==> src/core/encoder_feedback_cfg.svh <==
// Register map, field positions, reset values and timing counts of the encoder feedback block
// Behaviour
// [RQ1] Incremental mode turns the A and B quadrature channels into the motor position count.
// [RQ2] An optional index channel gives a once-per-turn marker that latches the count.
// [RQ3] A control bit says whether the motor encoder channel feeds primary or secondary feedback.
// [RQ4] Serial mode sends a clock burst and the encoder shifts its bits out on the pulses after it.
// [RQ5] Serial word length and counts per revolution are programmable and shape the position.
// [RQ6] The serial clock rests idle between frames and toggles only during a transfer.
// [RQ7] Each serial data bit is sampled at a falling edge of the clock that the block makes.
// [RQ8] The serial link has one clock line out to the encoder and one data line back.
// [RQ9] The serial mode with acknowledge measures the round-trip line delay and samples that late.
// [RQ10] That mode checks the frame CRC and reports the encoder error and warning bits as status.
// [RQ11] Its B variant starts each cycle on command, its C variant runs frames continuously.
// [RQ12] Four counts per quadrature cycle, up or down by which channel leads.
// [RQ13] After the last bit the clock stays idle for a recovery time before the next frame.
`ifndef ENCODER_FEEDBACK_CFG_SVH
`define ENCODER_FEEDBACK_CFG_SVH

`define ADDR_W 8
`define REG_CTRL 8'h00
`define REG_CFG 8'h04
`define REG_CPR 8'h08
`define REG_POSITION 8'h0c
`define REG_TURNS 8'h10
`define REG_RAW_LO 8'h14
`define REG_RAW_HI 8'h18
`define REG_STATUS 8'h1c
`define REG_MASK 8'h20
`define REG_INDEX_POS 8'h24
`define REG_LINE_DELAY 8'h28

`define CTRL_MODE_LSB 0
`define CTRL_MODE_MSB 1
`define CTRL_RUN 2
`define CTRL_SECONDARY 3
`define CTRL_START 4
`define CFG_LEN_LSB 0
`define CFG_LEN_MSB 5
`define CFG_DIV_LSB 8
`define CFG_DIV_MSB 15

`define CTRL_RESET 32'h0000_0000
`define CFG_RESET 32'h0000_0419
`define CPR_RESET 32'h0000_0000

`define ST_W 7
`define ST_DONE 0
`define ST_CRC 1
`define ST_ENC_ERR 2
`define ST_ENC_WARN 3
`define ST_TIMEOUT 4
`define ST_INDEX 5
`define ST_QUAD_ERR 6

`define RESP_OKAY 2'h0
`define RESP_SLVERR 2'h2

`define CLK_PERIOD_NS 10
`define RECOVERY_NS 20000
`define RECOVERY_CYCLES ((`RECOVERY_NS + `CLK_PERIOD_NS - 1) / `CLK_PERIOD_NS)
`define SSI_SAMPLE_DELAY 8'h03
`define ACK_LIMIT 7'h20
`define CRC_POLY 6'h03
`define CRC_TAIL 7'h08

`endif

==> src/core/encoder_feedback_pkg.sv <==
// Types shared by the encoder feedback block
`default_nettype none
package encoder_feedback_pkg;
	typedef enum logic [1:0] {
		MODE_INCR = 2'h0,
		MODE_SSI = 2'h1,
		MODE_BISS_B = 2'h2,
		MODE_BISS_C = 2'h3
	} link_mode_type;

	typedef enum logic [4:0] {
		ST_IDLE = 5'h01,
		ST_ACK = 5'h02,
		ST_START = 5'h04,
		ST_DATA = 5'h08,
		ST_RECOVER = 5'h10
	} frame_state_type;

	typedef struct packed {
		logic a;
		logic b;
		logic x;
	} quad_pins_type;

	typedef struct packed {
		logic [2:0] s1;
		logic [2:0] s2;
		logic [2:0] s3;
		logic [2:0] val;
	} sync_state_type;

	typedef struct packed {
		logic [1:0] prev_ab;
		logic prev_x;
		logic [31:0] count;
		logic index_pulse;
		logic step_error;
	} quad_state_type;

	typedef struct packed {
		logic awready;
		logic wready;
		logic arready;
		logic aw_ok;
		logic w_ok;
		logic [7:0] aw_addr;
		logic [31:0] w_data;
		logic [3:0] w_strb;
		logic bvalid;
		logic [1:0] bresp;
		logic rvalid;
		logic [1:0] rresp;
		logic [31:0] rdata;
		logic [31:0] ctrl;
		logic [31:0] cfg;
		logic [31:0] cpr;
		logic [6:0] status;
		logic [6:0] mask;
		frame_state_type state;
		logic clk_run;
		logic sclk;
		logic clk_oe_n;
		logic [7:0] div_cnt;
		logic [6:0] bit_cnt;
		logic pend;
		logic [7:0] dly_run;
		logic [7:0] line_delay;
		logic meas_on;
		logic [15:0] meas;
		logic [63:0] shift;
		logic [5:0] crc_calc;
		logic [5:0] crc_rx;
		logic err_bit;
		logic warn_bit;
		logic [15:0] rec_cnt;
		logic published;
		logic [63:0] work;
		logic [31:0] turns_work;
		logic [31:0] position;
		logic [31:0] turns;
		logic [63:0] raw;
		logic [31:0] index_pos;
		logic pos_primary;
		logic pos_strobe;
		logic irq;
	} feedback_state_type;
endpackage : encoder_feedback_pkg
`default_nettype wire

==> src/core/encoder_feedback_interface.sv <==
// Motor encoder feedback block: quadrature and serial absolute encoder with AXI4-Lite registers
//
// The placing of the registers and register access over AXI4-Lite were chosen for this implementation.
`include "encoder_feedback_cfg.svh"
`timescale 1ns/100ps
`default_nettype none
module encoder_feedback_interface (
	input wire logic aclk,
	input wire logic aresetn,
	input wire logic [31:0] awaddr,
	input wire logic awvalid,
	output logic awready,
	input wire logic [31:0] wdata,
	input wire logic [3:0] wstrb,
	input wire logic wvalid,
	output logic wready,
	output logic [1:0] bresp,
	output logic bvalid,
	input wire logic bready,
	input wire logic [31:0] araddr,
	input wire logic arvalid,
	output logic arready,
	output logic [31:0] rdata,
	output logic [1:0] rresp,
	output logic rvalid,
	input wire logic rready,
	input wire logic phase_a_or_serial_data_in,
	input wire logic phase_b_in,
	input wire logic index_or_serial_clock_in,
	output logic index_or_serial_clock_out,
	output logic index_or_serial_clock_oe_n,
	output logic [31:0] position_out,
	output logic position_strobe,
	output logic position_primary,
	output logic irq
);
	encoder_feedback_pkg::feedback_state_type s_q;
	encoder_feedback_pkg::feedback_state_type s_d;
	encoder_feedback_pkg::quad_pins_type pins;
	encoder_feedback_pkg::link_mode_type mode;
	logic [2:0] pins_sync;
	logic [31:0] quad_count;
	logic quad_index;
	logic quad_error;
	logic serial;
	logic biss;
	logic din;
	logic fall;
	logic samp;
	logic start_cmd;
	logic reduced;
	logic [6:0] events;
	logic [6:0] w1c;
	logic [6:0] len;
	logic [6:0] last_bit;
	logic [7:0] div;
	logic [15:0] half3;

	////////////////////////////////////////////////////////////////////////////////
	function automatic logic [31:0] wr_merge(input logic [31:0] old, input logic [31:0] val,
		input logic [3:0] strb);
		logic [31:0] r;
		r = old;
		for (int i = 0; i < 4; i++) begin
			if (strb[i]) begin
				r[i*8 +: 8] = val[i*8 +: 8];
			end
		end
		return r;
	endfunction : wr_merge

	function automatic logic [5:0] crc6_step(input logic [5:0] crc, input logic bit_in);
		logic fb;
		fb = crc[5] ^ bit_in;
		return {crc[4:0], 1'b0} ^ (fb ? `CRC_POLY : 6'h00);
	endfunction : crc6_step

	function automatic logic [7:0] sat_sub(input logic [15:0] a, input logic [15:0] b);
		logic [15:0] d;
		d = (a > b) ? a - b : 16'h0000;
		return (d > 16'h00ff) ? 8'hff : d[7:0];
	endfunction : sat_sub

	////////////////////////////////////////////////////////////////////////////////
	// Pin synchronisers and quadrature decoder
	input_sync u_sync (
		.aclk(aclk),
		.aresetn(aresetn),
		.pins_in({phase_a_or_serial_data_in, phase_b_in, index_or_serial_clock_in}),
		.pins_out(pins_sync)
	);

	assign pins = encoder_feedback_pkg::quad_pins_type'(pins_sync);
	assign mode = encoder_feedback_pkg::link_mode_type'(s_q.ctrl[`CTRL_MODE_MSB:`CTRL_MODE_LSB]);
	assign serial = mode != encoder_feedback_pkg::MODE_INCR;
	assign biss = s_q.ctrl[`CTRL_MODE_MSB];
	assign din = pins.a;
	assign len = {1'b0, s_q.cfg[`CFG_LEN_MSB:`CFG_LEN_LSB]};
	assign div = s_q.cfg[`CFG_DIV_MSB:`CFG_DIV_LSB];
	assign half3 = 16'({8'h00, div} + 16'h0001) * 16'h0003;
	assign last_bit = biss ? 7'(len + `CRC_TAIL) : len;

	quadrature_counter u_quad (
		.aclk(aclk),
		.aresetn(aresetn),
		.enable(!serial),
		.pins(pins),
		.count(quad_count),
		.index_pulse(quad_index),
		.step_error(quad_error)
	);

	////////////////////////////////////////////////////////////////////////////////
	always_comb begin
		s_d = s_q;
		events = '0;
		w1c = '0;
		start_cmd = 1'b0;
		fall = 1'b0;
		reduced = 1'b0;
		s_d.pos_strobe = 1'b0;
		samp = s_q.pend && (s_q.dly_run == 8'h00);

		// Write channel: address and data taken in either order
		if (awvalid && s_q.awready) begin
			s_d.aw_ok = 1'b1;
			s_d.aw_addr = awaddr[`ADDR_W-1:0];
		end
		if (wvalid && s_q.wready) begin
			s_d.w_ok = 1'b1;
			s_d.w_data = wdata;
			s_d.w_strb = wstrb;
		end
		if (s_q.aw_ok && s_q.w_ok && !s_q.bvalid) begin
			s_d.aw_ok = 1'b0;
			s_d.w_ok = 1'b0;
			s_d.bvalid = 1'b1;
			s_d.bresp = `RESP_OKAY;
			case (s_q.aw_addr)
				`REG_CTRL: begin
					s_d.ctrl = wr_merge(s_q.ctrl, s_q.w_data, s_q.w_strb); // [RQ3]
					s_d.ctrl[`CTRL_START] = 1'b0;
					start_cmd = s_q.w_strb[0] & s_q.w_data[`CTRL_START];
				end
				`REG_CFG: begin
					s_d.cfg = wr_merge(s_q.cfg, s_q.w_data, s_q.w_strb); // [RQ5]
				end
				`REG_CPR: begin
					s_d.cpr = wr_merge(s_q.cpr, s_q.w_data, s_q.w_strb); // [RQ5]
				end
				`REG_STATUS: begin
					w1c = s_q.w_data[`ST_W-1:0] & {`ST_W{s_q.w_strb[0]}};
				end
				`REG_MASK: begin
					s_d.mask = `ST_W'(wr_merge({25'h0, s_q.mask}, s_q.w_data, s_q.w_strb));
				end
				default: begin
					s_d.bresp = `RESP_SLVERR;
				end
			endcase
		end
		if (s_q.bvalid && bready) begin
			s_d.bvalid = 1'b0;
		end
		s_d.awready = !s_d.aw_ok && !s_d.bvalid;
		s_d.wready = !s_d.w_ok && !s_d.bvalid;

		// Read channel
		if (arvalid && s_q.arready) begin
			s_d.rvalid = 1'b1;
			s_d.rresp = `RESP_OKAY;
			case (araddr[`ADDR_W-1:0])
				`REG_CTRL: s_d.rdata = s_q.ctrl;
				`REG_CFG: s_d.rdata = s_q.cfg;
				`REG_CPR: s_d.rdata = s_q.cpr;
				`REG_POSITION: s_d.rdata = s_q.position;
				`REG_TURNS: s_d.rdata = s_q.turns;
				`REG_RAW_LO: s_d.rdata = s_q.raw[31:0];
				`REG_RAW_HI: s_d.rdata = s_q.raw[63:32];
				`REG_STATUS: s_d.rdata = {25'h0, s_q.status};
				`REG_MASK: s_d.rdata = {25'h0, s_q.mask};
				`REG_INDEX_POS: s_d.rdata = s_q.index_pos;
				`REG_LINE_DELAY: s_d.rdata = {24'h0, s_q.line_delay};
				default: begin
					s_d.rdata = 32'h0000_0000;
					s_d.rresp = `RESP_SLVERR;
				end
			endcase
		end
		if (s_q.rvalid && rready) begin
			s_d.rvalid = 1'b0;
		end
		s_d.arready = !s_d.rvalid;

		////////////////////////////////////////////////////////////////////////
		// Serial clock generator; idle level is high
		if (s_q.clk_run) begin
			if (s_q.div_cnt == 8'h00) begin
				s_d.sclk = ~s_q.sclk; // [RQ4] [RQ8]
				s_d.div_cnt = div;
				fall = s_q.sclk;
			end else begin
				s_d.div_cnt = s_q.div_cnt - 8'h01;
			end
		end

		// Sample a set delay after each falling edge
		if (fall) begin
			s_d.pend = 1'b1; // [RQ7]
			s_d.dly_run = s_q.line_delay; // [RQ9]
		end else if (samp) begin
			s_d.pend = 1'b0;
		end else if (s_q.pend) begin
			s_d.dly_run = s_q.dly_run - 8'h01;
		end

		case (s_q.state)
			encoder_feedback_pkg::ST_IDLE: begin
				s_d.clk_run = 1'b0;
				s_d.sclk = 1'b1; // [RQ6]
				if (serial && (start_cmd || (s_q.ctrl[`CTRL_RUN] &&
					mode != encoder_feedback_pkg::MODE_BISS_B))) begin // [RQ11]
					s_d.clk_run = 1'b1; // [RQ4]
					s_d.div_cnt = div;
					s_d.bit_cnt = 7'h00;
					s_d.pend = 1'b0;
					s_d.shift = '0;
					s_d.crc_calc = 6'h00;
					s_d.crc_rx = 6'h00;
					s_d.meas_on = 1'b0;
					s_d.meas = 16'h0000;
					if (biss) begin
						s_d.state = encoder_feedback_pkg::ST_ACK;
					end else begin
						s_d.line_delay = `SSI_SAMPLE_DELAY;
						s_d.state = encoder_feedback_pkg::ST_DATA;
					end
				end
			end
			encoder_feedback_pkg::ST_ACK: begin
				// Time from first falling edge to the acknowledge gives the loop delay
				if (fall && !s_q.meas_on) begin
					s_d.meas_on = 1'b1;
				end else if (s_q.meas_on) begin
					s_d.meas = s_q.meas + 16'h0001;
				end
				if (fall) begin
					s_d.bit_cnt = s_q.bit_cnt + 7'h01;
				end
				if (s_q.meas_on && s_q.meas > half3 && !din) begin
					s_d.line_delay = sat_sub(s_q.meas, half3); // [RQ9]
					s_d.bit_cnt = 7'h00;
					s_d.state = encoder_feedback_pkg::ST_START;
				end else if (s_q.bit_cnt == `ACK_LIMIT) begin
					events[`ST_TIMEOUT] = 1'b1;
					s_d.clk_run = 1'b0;
					s_d.sclk = 1'b1;
					s_d.rec_cnt = 16'(`RECOVERY_CYCLES);
					s_d.published = 1'b1;
					s_d.state = encoder_feedback_pkg::ST_RECOVER;
				end
			end
			encoder_feedback_pkg::ST_START: begin
				if (fall) begin
					s_d.bit_cnt = s_q.bit_cnt + 7'h01;
				end
				if (samp && din) begin
					s_d.bit_cnt = 7'h00;
					s_d.state = encoder_feedback_pkg::ST_DATA;
				end else if (s_q.bit_cnt == `ACK_LIMIT) begin
					events[`ST_TIMEOUT] = 1'b1;
					s_d.clk_run = 1'b0;
					s_d.sclk = 1'b1;
					s_d.rec_cnt = 16'(`RECOVERY_CYCLES);
					s_d.published = 1'b1;
					s_d.state = encoder_feedback_pkg::ST_RECOVER;
				end
			end
			encoder_feedback_pkg::ST_DATA: begin
				// Bit 0 is the latch or control bit and is dropped
				if (samp) begin
					s_d.bit_cnt = s_q.bit_cnt + 7'h01;
					if (s_q.bit_cnt != 7'h00 && s_q.bit_cnt <= len) begin
						s_d.shift = {s_q.shift[62:0], din}; // [RQ4] [RQ5]
					end
					if (biss && s_q.bit_cnt != 7'h00 && s_q.bit_cnt <= 7'(len + 7'h02)) begin
						s_d.crc_calc = crc6_step(s_q.crc_calc, din); // [RQ10]
					end
					if (s_q.bit_cnt == 7'(len + 7'h01)) begin
						s_d.err_bit = din;
					end
					if (s_q.bit_cnt == 7'(len + 7'h02)) begin
						s_d.warn_bit = din;
					end
					if (s_q.bit_cnt > 7'(len + 7'h02)) begin
						s_d.crc_rx = {s_q.crc_rx[4:0], din};
					end
					if (s_q.bit_cnt == last_bit) begin
						s_d.clk_run = 1'b0;
						s_d.sclk = 1'b1; // [RQ6]
						s_d.pend = 1'b0;
						s_d.rec_cnt = 16'(`RECOVERY_CYCLES); // [RQ13]
						s_d.published = 1'b0;
						s_d.work = s_d.shift;
						s_d.raw = s_d.shift;
						s_d.turns_work = 32'h0000_0000;
						events[`ST_CRC] = biss && (~s_d.crc_rx != s_d.crc_calc); // [RQ10]
						events[`ST_ENC_ERR] = biss && !s_d.err_bit; // [RQ10]
						events[`ST_ENC_WARN] = biss && !s_d.warn_bit; // [RQ10]
						s_d.state = encoder_feedback_pkg::ST_RECOVER;
					end
				end
			end
			encoder_feedback_pkg::ST_RECOVER: begin
				// Split the word into turns and position within the turn
				reduced = (s_q.cpr == 32'h0000_0000) || (s_q.work < {32'h0, s_q.cpr});
				if (!reduced) begin
					s_d.work = s_q.work - {32'h0, s_q.cpr}; // [RQ5]
					s_d.turns_work = s_q.turns_work + 32'h0000_0001;
				end else if (!s_q.published) begin
					s_d.published = 1'b1;
					s_d.position = s_q.work[31:0];
					s_d.turns = s_q.turns_work;
					s_d.pos_strobe = 1'b1;
					events[`ST_DONE] = 1'b1;
				end
				if (s_q.rec_cnt != 16'h0000) begin
					s_d.rec_cnt = s_q.rec_cnt - 16'h0001;
				end else if (reduced || s_q.published) begin
					s_d.state = encoder_feedback_pkg::ST_IDLE; // [RQ13]
				end
			end
			default: begin
				s_d.state = encoder_feedback_pkg::ST_IDLE;
			end
		endcase

		if (!serial) begin
			s_d.state = encoder_feedback_pkg::ST_IDLE;
			s_d.clk_run = 1'b0;
			s_d.sclk = 1'b1;
			if (s_d.position != quad_count) begin
				s_d.pos_strobe = 1'b1;
			end
			s_d.position = quad_count; // [RQ1]
			if (quad_index) begin
				s_d.index_pos = quad_count; // [RQ2]
			end
			events[`ST_INDEX] = quad_index; // [RQ2]
			events[`ST_QUAD_ERR] = quad_error;
		end

		// Pin drives the clock only in serial modes
		s_d.clk_oe_n = !serial; // [RQ8]
		s_d.pos_primary = !s_d.ctrl[`CTRL_SECONDARY]; // [RQ3]
		// New events win over a clear in the same cycle
		s_d.status = (s_q.status & ~w1c) | events;
		s_d.irq = |(s_d.status & s_d.mask);
	end

	////////////////////////////////////////////////////////////////////////////////
	always_ff @(posedge aclk) begin
		if (!aresetn) begin
			s_q <= '0;
			s_q.ctrl <= `CTRL_RESET;
			s_q.cfg <= `CFG_RESET;
			s_q.cpr <= `CPR_RESET;
			s_q.state <= encoder_feedback_pkg::ST_IDLE;
			s_q.sclk <= 1'b1;
			s_q.clk_oe_n <= 1'b1;
			s_q.pos_primary <= 1'b1;
			s_q.published <= 1'b1;
		end else begin
			s_q <= s_d;
		end
	end

	assign awready = s_q.awready;
	assign wready = s_q.wready;
	assign bvalid = s_q.bvalid;
	assign bresp = s_q.bresp;
	assign arready = s_q.arready;
	assign rvalid = s_q.rvalid;
	assign rresp = s_q.rresp;
	assign rdata = s_q.rdata;
	assign index_or_serial_clock_out = s_q.sclk;
	assign index_or_serial_clock_oe_n = s_q.clk_oe_n;
	assign position_out = s_q.position;
	assign position_strobe = s_q.pos_strobe;
	assign position_primary = s_q.pos_primary;
	assign irq = s_q.irq;
endmodule : encoder_feedback_interface
`default_nettype wire

==> src/core/input_sync.sv <==
// Three-stage synchroniser for the encoder pins
`timescale 1ns/100ps
`default_nettype none
module input_sync (
	input wire logic aclk,
	input wire logic aresetn,
	input wire logic [2:0] pins_in,
	output logic [2:0] pins_out
);
	encoder_feedback_pkg::sync_state_type s_q;
	encoder_feedback_pkg::sync_state_type s_d;

	always_comb begin
		s_d = s_q;
		s_d.s1 = pins_in;
		s_d.s2 = s_q.s1;
		s_d.s3 = s_q.s2;
		// A change counts once the two later stages agree
		for (int i = 0; i < 3; i++) begin
			if (s_q.s2[i] == s_q.s3[i]) begin
				s_d.val[i] = s_q.s3[i];
			end
		end
	end

	always_ff @(posedge aclk) begin
		if (!aresetn) begin
			s_q <= '0;
		end else begin
			s_q <= s_d;
		end
	end

	assign pins_out = s_q.val;
endmodule : input_sync
`default_nettype wire

==> src/core/quadrature_counter.sv <==
// Four-times quadrature decoder with index marker
`timescale 1ns/100ps
`default_nettype none
module quadrature_counter (
	input wire logic aclk,
	input wire logic aresetn,
	input wire logic enable,
	input wire encoder_feedback_pkg::quad_pins_type pins,
	output logic [31:0] count,
	output logic index_pulse,
	output logic step_error
);
	encoder_feedback_pkg::quad_state_type s_q;
	encoder_feedback_pkg::quad_state_type s_d;

	always_comb begin
		s_d = s_q;
		s_d.index_pulse = 1'b0;
		s_d.step_error = 1'b0;
		s_d.prev_ab = {pins.a, pins.b};
		s_d.prev_x = pins.x;
		if (enable) begin
			case ({pins.a ^ s_q.prev_ab[1], pins.b ^ s_q.prev_ab[0]})
				2'b10, 2'b01: begin
					// Up when A leads, down when B leads
					if (s_q.prev_ab[1] == pins.b) begin
						s_d.count = s_q.count + 32'h0000_0001; // [RQ1] [RQ12]
					end else begin
						s_d.count = s_q.count - 32'h0000_0001; // [RQ1] [RQ12]
					end
				end
				2'b11: begin
					s_d.step_error = 1'b1;
				end
				default: begin
				end
			endcase
			s_d.index_pulse = pins.x & ~s_q.prev_x; // [RQ2]
		end
	end

	always_ff @(posedge aclk) begin
		if (!aresetn) begin
			s_q <= '0;
		end else begin
			s_q <= s_d;
		end
	end

	assign count = s_q.count;
	assign index_pulse = s_q.index_pulse;
	assign step_error = s_q.step_error;
endmodule : quadrature_counter
`default_nettype wire

==> config.mk <==
export PLATFORM = sky130hd
export DESIGN_NAME = encoder_feedback_interface
export DESIGN_NICKNAME = d
export VERILOG_FILES = /design/src/core/encoder_feedback_pkg.sv /design/src/core/encoder_feedback_interface.sv /design/src/core/input_sync.sv /design/src/core/quadrature_counter.sv
export VERILOG_INCLUDE_DIRS = /design/src /design/src/core
export SDC_FILE = /design/constraint.sdc
export NUM_CORES = 2
export LEC_CHECK = 0
export BUFFER_PORTS_ARGS = -buffer_cell sky130_fd_sc_hd__buf_2
export CORE_UTILIZATION = 30
export DETAILED_ROUTE_END_ITERATION = 10
export PLACE_DENSITY = 0.48
export SYNTH_ARGS = -nofsm -noshare
export SYNTH_HDL_FRONTEND = slang
export SYNTH_HIERARCHICAL = 1
export SYNTH_SLANG_ARGS = --single-unit
export TNS_END_PERCENT = 30
==> constraint.sdc <==
create_clock -name aclk -period 5.61 [get_ports aclk]
set_input_delay 0.2805 -clock aclk [delete_from_list [all_inputs] [get_ports aclk]]
set_output_delay 0.2805 -clock aclk [all_outputs]
set_load 0.005 [all_outputs]
==> metrics.md <==
| Metric | Value |
|---|---|
| Final-report hold violation count | `0` |
| First-pass GRT wire length | `195 mm` |
| Synth Flop Type | `dfxtp_1` |
| Yosys reg bits | `654` |
| Die area | `0.117 mm2` |
| Post-layout min period | `5090 ps` |
| WHS Endpoint | `s_q[594]` |
| Syn_area_per_cell | `8.15 um2` |
| Die Height | `342 um` |
| Min-delay src | `wdata[31]` |
| CTS root buf | `clkbuf_16` |
| Initial Util | `30.3%` |
| Maximum VDD drop | `0.000205 V` |
| HP Class | `primary input to flop` |
| Fraction of layout cells with a size suffix above 1 | `10.2%` |
| CTS H-tree depth | `3` |
| Top cell type's share of synthesized area | `37.7%` |
| Kind of critical path | `flop to flop` |
| Biggest cell delay along the critical path | `620 ps` |
| Row count | `124` |
| Most common cell after layout, fill and taps aside | `dfxtp_1` |
| Longest Clk Path Bufs | `3` |
| # IOs | `188` |
| Unrepaired setup endpoints after global routing | `no` |
| Worst slew margin | `28.7%` |
| DRC errors left | `10` |
| Number of routed nets with antenna violations | `0` |
| Largest cells by area after synthesis | `dfxtp_1, nand2_1, nor2_1` |
| Ys Warns | `6` |
| Post-synth cell types | `106` |
| Asr flop ratio synth | `0%` |
| Max Cap Violations | `0` |
| Crit Path Max Fanout | `9` |
| Total number of vias | `31.9k` |
| CTS Buf Count | `77` |
| Crit path DAT | `5590 ps` |
| Initial drt markers | `3028` |
| Final Wtd Congestion | `0.924` |
| Initial DRT Pass Iterations | `11` |
| Routed wl met3 | `8.28 mm` |
| Routed length per instance | `22.7 um` |
| Total gr overflow | `0` |
| Max layer used | `met5` |
| Drt total wl | `132 mm` |
| Drt via density | `5.49` |
| Clock Sinks | `654` |
| Area grow syn2layout | `14.0%` |
| Port buffer count | `137` |
| # diodes | `0` |
| DR WL met2 | `58.2 mm` |
| Required @ worst endpoint | `6110 ps` |
| Type of origin of the critical path | `flop` |
| Reg2reg end | `s_q[405]` |
| Min-Delay Path Depth | `3` |
| Post-synthesis sequential area ratio | `37.7%` |
| CP Capture Type | `flop` |
| Final Cycle Share | `90.8%` |
| Synth Cell Area | `0.0347 mm2` |
| Clk slew on worst S/H paths | `60 ps` |
| Failing checks | `design-rule violations` |
| Reg2Reg Depth | `23` |
| Global-route usage over all layers | `21.9%` |
| Dpl hpwl | `96.7 mm` |
| FMAX | `196 MHz` |
| EDFF count, synth | `0` |
| Initial antenna violation count | `7` |
| FF-to-FF Start | `div[0]` |
| Slowest cell on the critical path | `a2111oi_1` |
| Crit path from | `div[0]` |
| Worst reg2reg setup slack | `520 ps` |
| Status | `finished, violations left` |
| TritonCTS clock tree | `yes` |
| Core ar. | `0.115 mm2` |
| Die width | `342 um` |
| Worst hold slack | `62.3 ps` |
| Most frequent cells in the layout | `dfxtp_1, nand2_1, nor2_1` |
| Final Max Tran Viols | `0` |
| Wl on met1 | `62.6 mm` |
| Syn Inst Count | `4263` |
| Layout Nets | `4471` |
| Worst-skew pair later-pin latency | `650 ps` |
| Area leader, netlist | `dfxtp_1` |
| Setup Skew | `22.1 ps` |
| Cell Pwr Density | `267 mW/mm2` |
| Leakage | `15.0 nW` |
| Vias in the first global route | `29.3k` |
| Actual slew at the worst max-slew pin | `1070 ps` |
| Final setup viols | `0` |
| Critical path cell sequence | `buf_4, inv_1, ha_1, inv_1, ha_1, a21oi_1, buf_4, a21oi_1, a211o_1, a21oi_1, o21bai_1, a21o_1, xnor2_1, ha_1, and3_1, nor2_1, a21oi_1, o21ai_0, buf_4, a21oi_1, o21bai_1, a2111oi_1, o22ai_1` |
| Fin Setup TNS | `0 ps` |
| Crit path top cell by count | `a21oi_1` |
| Setup bufs post-CTS | `0` |
| Largest net degree at the start of global routing | `176` |
[synthesized netlist by cell type (all sizes together) (23+ instances only)]
library cell    n
dfxtp         654
nand2         532
nor2          519
a21oi         358
clkbuf        217
o21ai         193
mux2i         191
buf           137
inv           115
ha            109
nand3          92
xnor2          90
xor2           82
a211oi         78
a22oi          77
nor3           61
a31oi          52
a21o           49
and2           48
a221oi         46
nand4          41
nor4           41
a311oi         33
or3            28
and3           27
o221ai         25
a222oi         24
nand2b         24
a22o           23
o211ai         23
[stage by stage]
stage	util (%)	worst slack, ps	std cells	instance area (um2)	power, mW
floorplan	-	715	4264	34700	4.92
global placement	31.7	354	5633	36300	5.03
detailed placement	31.7	323	5633	36300	5.03
CTS	34.6	299	5820	39600	10.7
global route	34.6	71.3	5820	39600	10.9
finish	34.6	517	5820	39600	10.6
[worst max-delay path by stage]
stage | slack [ps] | to
finish | 520 | s_q[405]
global route | 70 | s_q[405]
CTS | 300 | s_q[405]
detailed placement | 320 | s_q[405]
global placement | 350 | s_q[405]
floorplan | 710 | index_or_serial_clock_out
[sequential cells by signal, summed over array words and instances, names as in the netlist, 3 cells and up]
signal / count
u_sync/s_d: 6
div: 8
u_quad/s_q: 3
position_out: 32
rdata: 32
u_sync/s_q: 3
u_quad/count: 32
s_q: 513
len: 6
u_sync/pins_out: 3
[final cells by class]
cell class | instances | area (um2)
repair buffers | 260 | 1820
fillers | 12121 | 74900
clock buffers | 101 | 2200
multi-input cells | 3141 | 19500
inverters | 115 | 439
well taps | 1512 | 1890
flip-flops and latches | 654 | 13100
clock inverters | 37 | 604
[where the power goes]
group	total (mW)	internal (mW)	leakage (nW)	switching, mW
Combinational	0.255	0.0815	8.32	0.173
Clock	5.63	3.46	1.38	2.17
Sequential	4.70	4.67	5.27	0.0341
Total	10.6	8.21	15.0	2.38
[worst max-delay path: cells and delay by family, from the launching register on]
family                   cells  cell delay, ps
AO/OA/AOI/OAI               12            2430
adder cells (fa/ha/maj)      3            1000
buffers and inverters        5             670
AND/OR/NAND/NOR              2             400
flip-flops                   1             340
XOR/XNOR                     1             130
[per-layer routing]
metal / up-vias / track usage (%)
met4: 2 / 5.66
met2: 1005 / 33.8
met3: 150 / 3.36
li1: 15173 / -
met1: 15602 / 31.6
met5: - / 0
[timing repair]
item / in CTS / in global routing
endpoints found under the hold margin: 50 / 0
hold buffers: 49 / 0
endpoints found under the setup margin: 0 / 9
resized for setup: 0 / 4
[cells by family (layout without fill, tap and decap cells)]
family / count (synthesis) / count (layout) / share of synthesized area (%)
AND/OR/NAND/NOR: 1498 / 1498 / 19.5
buffers and inverters: 469 / 513 / 6.34
adder cells (fa/ha/maj): 112 / 112 / 4.10
multiplexers: 199 / 199 / 5.80
other: 1 / 2 / 0.0108
XOR/XNOR: 172 / 172 / 4.34
AO/OA/AOI/OAI: 1158 / 1158 / 22.2
flip-flops: 654 / 654 / 37.7
No activity file was read; power rests on OpenSTA's default activity.
